File: src/rtl/fpcsu_regs.vh
// Constants for the fp compare and status unit: bit positions, masks, opcodes.
// Status bits are numbered 0 (most significant) to 31, held as vectors [0:31].
`ifndef FPCSU_REGS_VH
`define FPCSU_REGS_VH

// Status register bit positions
`define FPCSU_BIT_EXC_SUM      0
`define FPCSU_BIT_EN_EXC_SUM   1
`define FPCSU_BIT_INV_SUM      2
`define FPCSU_BIT_OVERFLOW     3
`define FPCSU_BIT_UNDERFLOW    4
`define FPCSU_BIT_ZERODIV      5
`define FPCSU_BIT_INEXACT      6
`define FPCSU_BIT_SNAN_INV     7
`define FPCSU_BIT_CMP_INV      12
`define FPCSU_BIT_COND_CODE    16
`define FPCSU_BIT_INV_EN       24
`define FPCSU_BIT_OVF_EN       25
`define FPCSU_BIT_UNF_EN       26
`define FPCSU_BIT_ZDV_EN       27
`define FPCSU_BIT_INX_EN       28
`define FPCSU_FIELD_W          4
`define FPCSU_FIELDS           8
`define FPCSU_SRC_LOW          32

// Status register reset value
`define FPCSU_STAT_RST         32'h0000_0000
// Exception bits whose rise sets the exception summary
`define FPCSU_EXC_RISE_MASK    32'h1FF8_0700
// Exception bits cleared when copied to a condition field
`define FPCSU_EXC_CLR_MASK     32'h9FF8_0700
// Invalid-operation detail bits feeding the invalid summary
`define FPCSU_INV_MASK         32'h01F8_0700
// Field 0 select in status orientation
`define FPCSU_FIELD0_MASK      32'hF000_0000

// Opcodes
`define FPCSU_OP_CMPU          3'h0
`define FPCSU_OP_CMPO          3'h1
`define FPCSU_OP_MFS           3'h2
`define FPCSU_OP_MCRFS         3'h3
`define FPCSU_OP_MTFSFI        3'h4
`define FPCSU_OP_MTFSF         3'h5

`endif

File: src/rtl/unused_placeholder_none.v
// Holds no logic: the unit is fpcsu_top.v with its comparator fpcsu_cmp.v.
// Assumes nothing of its surroundings.

File: src/rtl/fpcsu_cmp.v
// Double-precision comparator: one-hot less/greater/equal/unordered and NaN kinds.
// Assumes operands held stable by the caller; purely combinational.
`timescale 1ns/1ns
module fpcsu_cmp #(
   parameter EXP_W  = 11,
   parameter FRAC_W = 52
) (
   input  wire [EXP_W+FRAC_W:0] opa,
   input  wire [EXP_W+FRAC_W:0] opb,
   output reg                   lt,
   output reg                   gt,
   output reg                   eq,
   output reg                   un,
   output reg                   snan,
   output reg                   qnan
);
   localparam W = EXP_W + FRAC_W + 1;

   wire               sa    = opa[W-1];
   wire               sb    = opb[W-1];
   wire [W-2:0]       maga  = opa[W-2:0];
   wire [W-2:0]       magb  = opb[W-2:0];
   wire               nan_a = (&opa[W-2:FRAC_W]) && (|opa[FRAC_W-1:0]);
   wire               nan_b = (&opb[W-2:FRAC_W]) && (|opb[FRAC_W-1:0]);
   wire               sn_a  = nan_a && !opa[FRAC_W-1];
   wire               sn_b  = nan_b && !opb[FRAC_W-1];

   always @* begin
      lt   = 1'b0;
      gt   = 1'b0;
      eq   = 1'b0;
      un   = 1'b0;
      snan = sn_a || sn_b;
      qnan = (nan_a && !sn_a) || (nan_b && !sn_b);
      if (nan_a || nan_b) begin
         un = 1'b1;
      // (RL1) signed zeros equal
      end else if ((maga == magb && sa == sb) || (maga == 0 && magb == 0)) begin
         eq = 1'b1;
      end else if (sa != sb) begin
         lt = sa;
         gt = sb;
      end else if (sa == 1'b0) begin
         lt = maga < magb;
         gt = maga > magb;
      end else begin
         lt = maga > magb;
         gt = maga < magb;
      end
   end
endmodule

File: src/rtl/fpcsu_top.v
// Floating-point compare and status/control register move unit.
// Assumes one instruction per op_valid while op_ready is high, and that the
// sequencer reports outstanding fp work on fp_busy and exc_pending.
//
// Overview of operation
// (RL1) Positive and negative zero compare equal
// (RL2) Compare writes one-hot field and condition code
// (RL3) Code bits: less, greater, equal, unordered
// (RL4) Any NaN operand reports unordered
// (RL5) Unordered compare: signaling NaN sets flag
// (RL6) Ordered signaling NaN: both flags, enable-gated
// (RL7) Ordered quiet NaN sets compare invalid
// (RL8) Software ignores field one after compare
// (RL9) Status ops wait for earlier fp work
// (RL10) Earlier exceptions recorded before status op
// (RL11) Hold later status users until done
// (RL12) Fp loads and stores never held
// (RL13) Move-from copies status to low word
// (RL14) Status-to-condition copy clears copied exceptions
// (RL15) Immediate write changes only chosen field
// (RL16) Field 0 immediate: summary, overflow direct
// (RL17) Enabled and invalid summaries always derived
// (RL18) Masked write loads selected fields from source
// (RL19) Dot immediate form also updates condition register
// (RL20) Exception rise sets exception summary
// (RL21) Masked field 0: summary, overflow from source
// (RL22) Mask bit 0 selects status field 0
`timescale 1ns/1ns
`include "fpcsu_regs.vh"
module fpcsu_top #(
   parameter DATA_W = 64
) (
   input  wire              clk,
   input  wire              reset_n,
   input  wire              ce,
   input  wire              op_valid,
   input  wire [2:0]        op_code,
   input  wire              op_dot,
   input  wire [2:0]        dest_cond_field,
   input  wire [2:0]        src_status_field,
   input  wire [0:3]        immediate_nibble,
   input  wire [0:7]        field_mask,
   input  wire [DATA_W-1:0] fp_src_a,
   input  wire [0:63]       fp_src_b,
   input  wire              fp_busy,
   input  wire              exc_pending,
   input  wire [0:31]       exc_set,
   output reg               op_ready_q,
   output reg               done_q,
   output reg               fp_hold_q,
   output reg               fp_mem_hold_q,
   output reg  [0:31]       fp_status_control_reg,
   output reg               fp_dest_wr_q,
   output reg  [0:63]       fp_dest_q,
   output reg               cr_wr_q,
   output reg  [2:0]        cr_field_q,
   output reg  [0:3]        cr_data_q,
   output reg               cr1_wr_q,
   output reg  [0:3]        cr1_data_q
);
   localparam ST_IDLE = 2'd0;
   localparam ST_SYNC = 2'd1;
   localparam ST_EXEC = 2'd2;

   reg  [1:0]        state_q;
   reg  [1:0]        state_d;
   reg  [2:0]        opc_q;
   reg               dot_q;
   reg  [2:0]        dest_cond_field_q;
   reg  [2:0]        src_status_field_q;
   reg  [0:3]        imm_q;
   reg  [0:7]        fm_q;
   reg  [DATA_W-1:0] a_q;
   reg  [0:63]       b_q;
   reg  [0:31]       stat_d;
   reg  [0:31]       stat_w;
   reg               auto_sum;
   reg               done_d;
   reg               hold_d;
   reg               fp_wr_d;
   reg  [0:63]       fp_dest_d;
   reg               cr_wr_d;
   reg  [2:0]        cr_field_d;
   reg  [0:3]        cr_data_d;
   reg               cr1_wr_d;
   reg  [0:3]        cr1_data_d;
   reg  [0:3]        cmp_res;
   integer           i;

   // Compare opcodes of either variant
   function is_cmp_op;
      input [2:0] op;
      begin
         is_cmp_op = (op == `FPCSU_OP_CMPU) || (op == `FPCSU_OP_CMPO);
      end
   endfunction

   // First status bit of field idx
   function [4:0] field_base;
      input [2:0] idx;
      begin
         field_base = {idx, 2'b00};
      end
   endfunction

   wire              c_lt;
   wire              c_gt;
   wire              c_eq;
   wire              c_un;
   wire              c_snan;
   wire              c_qnan;
   wire              accept   = op_valid && op_ready_q;
   wire              is_cmp   = is_cmp_op(op_code);
   wire              q_is_cmp = is_cmp_op(opc_q);
   // Earlier fp work finished and its exceptions recorded
   wire              sync_clear = !fp_busy && !exc_pending;

   fpcsu_cmp #(
      .EXP_W  (11),
      .FRAC_W (52)
   ) u_cmp (
      .opa  (a_q),
      .opb  (b_q),
      .lt   (c_lt),
      .gt   (c_gt),
      .eq   (c_eq),
      .un   (c_un),
      .snan (c_snan),
      .qnan (c_qnan)
   );

   // Mask of the four status bits of field idx
   function [0:31] field_sel;
      input [2:0] idx;
      begin
         field_sel = `FPCSU_FIELD0_MASK >> field_base(idx);
      end
   endfunction

   // Any tracked exception bit going from zero to one
   function rises;
      input [0:31] old_v;
      input [0:31] new_v;
      begin
         rises = |((~old_v) & new_v & `FPCSU_EXC_RISE_MASK);
      end
   endfunction

   // Recompute enabled and invalid summaries from their sources
   function [0:31] derive;
      input [0:31] s;
      reg          inv;
      begin
         inv = |(s & `FPCSU_INV_MASK);
         derive = s;
         derive[`FPCSU_BIT_INV_SUM] = inv;
         derive[`FPCSU_BIT_EN_EXC_SUM] =
            (inv && s[`FPCSU_BIT_INV_EN]) ||
            (s[`FPCSU_BIT_OVERFLOW] && s[`FPCSU_BIT_OVF_EN]) ||
            (s[`FPCSU_BIT_UNDERFLOW] && s[`FPCSU_BIT_UNF_EN]) ||
            (s[`FPCSU_BIT_ZERODIV] && s[`FPCSU_BIT_ZDV_EN]) ||
            (s[`FPCSU_BIT_INEXACT] && s[`FPCSU_BIT_INX_EN]);
      end
   endfunction

   always @* begin
      state_d    = state_q;
      stat_w     = fp_status_control_reg;
      auto_sum   = 1'b1;
      done_d     = 1'b0;
      hold_d     = fp_hold_q;
      fp_wr_d    = 1'b0;
      fp_dest_d  = fp_dest_q;
      cr_wr_d    = 1'b0;
      cr_field_d = cr_field_q;
      cr_data_d  = cr_data_q;
      cr1_wr_d   = 1'b0;
      cr1_data_d = cr1_data_q;
      // (RL3) one-hot code order
      cmp_res    = {c_lt, c_gt, c_eq, c_un};
      case (state_q)
         ST_IDLE: begin
            if (accept) begin
               if (is_cmp) begin
                  state_d = ST_EXEC;
               end else begin
                  // (RL11) hold status users
                  hold_d  = 1'b1;
                  state_d = ST_SYNC;
               end
            end
         end
         ST_SYNC: begin
            // (RL9) (RL10) wait earlier work
            if (sync_clear) begin
               state_d = ST_EXEC;
            end
         end
         ST_EXEC: begin
            state_d = ST_IDLE;
            done_d  = 1'b1;
            hold_d  = 1'b0;
            case (opc_q)
               `FPCSU_OP_CMPU,
               `FPCSU_OP_CMPO: begin
                  // (RL2) (RL4) field and code
                  stat_w[`FPCSU_BIT_COND_CODE +: 4] = cmp_res;
                  cr_wr_d    = 1'b1;
                  cr_field_d = dest_cond_field_q;
                  cr_data_d  = cmp_res;
                  // (RL5) (RL6) signaling NaN flag
                  if (c_snan) begin
                     stat_w[`FPCSU_BIT_SNAN_INV] = 1'b1;
                  end
                  if (opc_q == `FPCSU_OP_CMPO) begin
                     // (RL6) enable-gated compare flag
                     if (c_snan) begin
                        if (!fp_status_control_reg[`FPCSU_BIT_INV_EN]) begin
                           stat_w[`FPCSU_BIT_CMP_INV] = 1'b1;
                        end
                     // (RL7) quiet NaN flag
                     end else if (c_qnan) begin
                        stat_w[`FPCSU_BIT_CMP_INV] = 1'b1;
                     end
                  end
               end
               `FPCSU_OP_MFS: begin
                  // (RL13) status to low word
                  fp_wr_d   = 1'b1;
                  fp_dest_d = {32'h0000_0000, fp_status_control_reg};
               end
               `FPCSU_OP_MCRFS: begin
                  // (RL14) copy then clear
                  cr_wr_d    = 1'b1;
                  cr_field_d = dest_cond_field_q;
                  cr_data_d  = fp_status_control_reg[field_base(src_status_field_q) +: 4];
                  stat_w     = fp_status_control_reg &
                               ~(`FPCSU_EXC_CLR_MASK & field_sel(src_status_field_q));
               end
               `FPCSU_OP_MTFSFI: begin
                  // (RL15) one field only
                  stat_w[field_base(dest_cond_field_q) +: 4] = immediate_q_nib(imm_q);
                  if (dest_cond_field_q == 3'd0) begin
                     // (RL16) direct summary load
                     auto_sum = 1'b0;
                  end
               end
               `FPCSU_OP_MTFSF: begin
                  // (RL18) (RL22) masked fields
                  for (i = 0; i < `FPCSU_FIELDS; i = i + 1) begin
                     if (fm_q[i]) begin
                        stat_w[field_base(i[2:0]) +: 4] =
                           b_q[`FPCSU_SRC_LOW + field_base(i[2:0]) +: 4];
                     end
                  end
                  if (fm_q[0]) begin
                     // (RL21) direct summary load
                     auto_sum = 1'b0;
                  end
               end
               default: begin
                  fp_wr_d = 1'b0;
               end
            endcase
         end
         default: begin
            state_d = ST_IDLE;
            hold_d  = 1'b0;
         end
      endcase
      // Recorded exceptions win over any clear in the same cycle
      stat_d = stat_w | exc_set;
      // (RL20) summary on rise
      if (auto_sum && rises(fp_status_control_reg, stat_d)) begin
         stat_d[`FPCSU_BIT_EXC_SUM] = 1'b1;
      end
      // (RL17) derived summaries
      stat_d = derive(stat_d);
      // (RL19) dot form updates field one
      if (state_q == ST_EXEC && dot_q && !q_is_cmp) begin
         cr1_wr_d   = 1'b1;
         cr1_data_d = stat_d[0:3];
      end
   end

   // Identity helper keeps the immediate width explicit
   function [0:3] immediate_q_nib;
      input [0:3] v;
      begin
         immediate_q_nib = v;
      end
   endfunction

   always @(posedge clk or negedge reset_n) begin
      if (!reset_n) begin
         state_q               <= ST_IDLE;
         opc_q                 <= 3'h0;
         dot_q                 <= 1'b0;
         dest_cond_field_q                <= 3'h0;
         src_status_field_q                <= 3'h0;
         imm_q                 <= 4'h0;
         fm_q                  <= 8'h00;
         a_q                   <= {DATA_W{1'b0}};
         b_q                   <= 64'h0000_0000_0000_0000;
         op_ready_q            <= 1'b1;
         done_q                <= 1'b0;
         fp_hold_q             <= 1'b0;
         fp_mem_hold_q         <= 1'b0;
         fp_status_control_reg <= `FPCSU_STAT_RST;
         fp_dest_wr_q          <= 1'b0;
         fp_dest_q             <= 64'h0000_0000_0000_0000;
         cr_wr_q               <= 1'b0;
         cr_field_q            <= 3'h0;
         cr_data_q             <= 4'h0;
         cr1_wr_q              <= 1'b0;
         cr1_data_q            <= 4'h0;
      end else if (ce) begin
         state_q               <= state_d;
         if (accept) begin
            opc_q  <= op_code;
            dot_q  <= op_dot;
            dest_cond_field_q <= dest_cond_field;
            src_status_field_q <= src_status_field;
            imm_q  <= immediate_nibble;
            fm_q   <= field_mask;
            a_q    <= fp_src_a;
            b_q    <= fp_src_b;
         end
         op_ready_q            <= (state_d == ST_IDLE);
         done_q                <= done_d;
         fp_hold_q             <= hold_d;
         // (RL12) memory ops never held
         fp_mem_hold_q         <= 1'b0;
         fp_status_control_reg <= stat_d;
         fp_dest_wr_q          <= fp_wr_d;
         fp_dest_q             <= fp_dest_d;
         cr_wr_q               <= cr_wr_d;
         cr_field_q            <= cr_field_d;
         cr_data_q             <= cr_data_d;
         cr1_wr_q              <= cr1_wr_d;
         cr1_data_q            <= cr1_data_d;
      end
   end
endmodule

File: config.mk
export PLATFORM = sky130hd
export DESIGN_NAME = fpcsu_top
export DESIGN_NICKNAME = d
export VERILOG_FILES = /design/src/rtl/unused_placeholder_none.v /design/src/rtl/fpcsu_cmp.v /design/src/rtl/fpcsu_top.v
export VERILOG_INCLUDE_DIRS = /design/src /design/src/rtl
export SDC_FILE = /design/constraint.sdc
export NUM_CORES = 1
export LEC_CHECK = 0
export ABC_CLOCK_PERIOD_IN_PS = 4350
export BUFFER_PORTS_ARGS = -buffer_cell sky130_fd_sc_hd__buf_2
export CORE_MARGIN = 3
export CORE_UTILIZATION = 37
export DETAILED_ROUTE_END_ITERATION = 10
export GPL_TIMING_DRIVEN = 1
export HOLD_SLACK_MARGIN = 0.15
export SLEW_MARGIN = 20
export SYNTH_ARGS = -nofsm -noshare
export SYNTH_HDL_FRONTEND = slang
export SYNTH_SLANG_ARGS = --single-unit
File: constraint.sdc
create_clock -name clk -period 4.35 [get_ports clk]
set_clock_uncertainty 0.1 [all_clocks]
set_input_delay 0.2175 -clock clk [delete_from_list [all_inputs] [get_ports clk]]
set_output_delay 0.2175 -clock clk [all_outputs]
set_load 0.05 [all_outputs]
==> metrics.cfg <==
[sta]
tns_ps=0
timing.final.crit_share=0.723
setup_viol=0
slew_headroom=0.401
worst_slew_pin_slew_ps=893
slew_violations=0
hold_viol_final=0
setup_ws_ps=1200
max_clock_freq_mhz=318
rsz0062_at_grt=false
min_period_ps=3150

[clock_tree]
root_buffer=clkbuf_16
post_cts_resized=0
clockBufferDepth=3
clk_pin_slew_ps=60
clk_latency_ps=540
cts_tree=done
cts_buffers=27
htreeDepth=1
cts_num_sinks=233

[drt]
firstDrtPassIters=5
wl_per_cell_um=20.7
routed_wl_mm=43.0
drtAntennaViolNets=0
vias_per_cell=5.32
drc=0
dr_total_vias=11100
drt_iter0_markers=685

[synthesis]
synth_edf_count=0
synth_cells=1168
ys_ff_latch=233
synth_async_sr_flop_share=1.00
ys.flop_type=dfrtp_1
ys_top_cells_by_area=dfrtp_1 45%, mux2_2 16%, ha_1 6.2%
synth_top_area_cell=dfrtp_1
ys_seq_area_frac=0.456
synth_top_area_frac=0.454
avgSynthCellArea_um2=10.9
synth_common_cells=232 x dfrtp_1, 177 x mux2_2, 85 x inv_1, 66 x a21oi_1, 63 x ha_1
yosys_warnings=0
netlist_area_mm2=0.0128
yosysMostFrequentCell=dfrtp_1
ys_types=82

[placed_design]
gp_congestion=0.908
dp_slack_ps=1260
io_buffer_count=266
hpwl_mm=31.7

[worst_setup_path]
cp.depth=8
path_class=reg -> reg
critPathCaptureType=flip-flop
path_buf_inv=0
cp_cell_sequence=nand2b_1 -> a211oi_2 -> or3_4 -> a221oi_4 -> a21oi_2 -> or4_4 -> mux2i_1 -> o21ai_1
critPathTopFamily=simple AND/OR/NAND/NOR gates
cp-start-kind=flip-flop
max_stage_delay_ps=560
crit_arrival_ps=3460
reg2regPathDepth=8
critPathMaxFanout=12
slowest_stage=dfrtp_1
required_ps=4660

[global_routing]
overflow=0
grt_max_degree=117
grt.total_usage=0.229
grt_pass1_wl_mm=65.0
grt_antenna_before_repair=7
grt_pass1_vias=11100

[die]
dieArea_mm2=0.0368
initial_core_util=0.378
die_y_um=192
std_cell_rows=67
core_area_mm2=0.0338
ios=302
die_w_um=192

[final_layout]
drive_gt1_frac=0.322
reg.largest.list=a_q (64), b_q (64)
nets=1861
areaGrowthSynthToFinish_pct=34.4
fillers=3011

[power_and_ir_drop]
p_leak_nw=7.89
power_density_mw_per_mm2=620
vdd_drop_max_uv=439

[min_path]
holdPathStages=4
min_path_type=in -> reg

[outcome]
outcome=finished, final reports clean

[flow_run]
cap_violations=0

-- path summary, 6_finish.rpt --
| path | start | slack [ps] | endpoint |
|---|---|---|---|
| setup / recovery | opc_q[1] | 1200 | cr1_data_q[1] |
| hold reg to reg | fp_dest_q[35] | 380 | fp_dest_q[35] |
| setup reg to reg | opc_q[1] | 1200 | cr1_data_q[1] |
| hold / removal | exc_set[7] | 180 | fp_status_control_reg[7] |
| max in group asynchronous | reset_n | 2730 | a_q[57] |
| min in group asynchronous | reset_n | 250 | fp_dest_q[62] |
-- layout by cell type, fill, tap and decap left out, types with 5 or more instances in the layout --
cell type / n
diode_2: 5
nor2b_1: 12
o21a_1: 6
nor3_1: 17
nand3_1: 15
conb_1: 33
buf_2: 265
a211oi_1: 11
o22ai_1: 6
a32oi_1: 5
nor2_1: 43
a22o_1: 8
nor4_1: 35
o31ai_1: 9
dfrtp_1: 232
clkbuf_16: 27
a31oi_1: 5
buf_4: 13
mux2i_1: 12
dlygate4sd3_1: 186
a21oi_1: 66
nand4_1: 27
a32o_1: 13
o211ai_1: 5
ha_1: 63
mux2_2: 177
mux4_2: 8
clkbuf_8: 5
a21o_1: 12
inv_1: 85
clkbuf_1: 10
o21ai_0: 51
nand2_1: 62
-- where the power goes --
part | switching (mW) | internal (mW) | leakage, nW
logic | 2.46 | 1.88 | 4.78
registers | 1.13 | 3.01 | 2.70
clock network | 0.894 | 1.28 | 0.407
-- logic make-up after synthesis --
family                   after synthesis  share of synthesized area
buffers and inverters                170                     0.0617
other                                  1                   0.000293
AND/OR/NAND/NOR                      260                      0.112
multiplexers                         197                      0.179
AO/OA/AOI/OAI                        243                      0.128
adder cells (fa/ha/maj)               63                     0.0617
flip-flops                           233                      0.456
XOR/XNOR                               1                   0.000685
-- stage by stage --
| step | cell area (um^2) | hold slack [ps] | power, mW | util | cells |
|---|---|---|---|---|---|
| 5_1_grt | 17200 | 198 | 11.4 | 0.509 | 2082 |
| 4_1_cts | 17200 | 157 | 10.7 | 0.508 | 2077 |
| 6_report | 17200 | 185 | 10.7 | 0.509 | 2082 |
| 2_1_floorplan | 12900 | -178 | 6.96 | - | 1200 |
| 3_5_place_dp | 14500 | 258 | 8.32 | 0.428 | 1843 |
| 3_3_place_gp | 14500 | 267 | 8.20 | 0.428 | 1843 |
-- final cells by class --
type | instances | area, um^2 | area share
clock buffers | 42 | 782 | 0.0455
well taps | 448 | 561 | 0.0326
inverters | 85 | 319 | 0.0186
diodes | 5 | 12.5 | 0.000728
multi-input cells | 797 | 6290 | 0.366
flip-flops and latches | 233 | 5830 | 0.339
clock inverters | 6 | 60.1 | 0.00350
repair buffers | 466 | 3320 | 0.193
-- per-layer routing --
layer,part of all wire,GRT usage,vias to the layer above
li1,-,-,5143
met1,0.41,0.296,5389
met2,0.47,0.385,470
met3,0.084,0.0520,76
met4,0.028,0.0629,4
met5,0.00049,0,-
-- what timing repair did --
item / in CTS / in global routing
hold buffers: 186 / 0
setup buffers: 0 / 0
hold endpoints to repair: 300 / 0
-- worst reg2reg max path, cell delays in order, from the launching register on --
cell,delay (ps)
dfrtp_1,560
nand2b_1,530
a211oi_2,140
or3_4,430
a221oi_4,420
a21oi_2,50
or4_4,560
mux2i_1,140
o21ai_1,90
No activity file was read; power rests on OpenSTA's default activity.
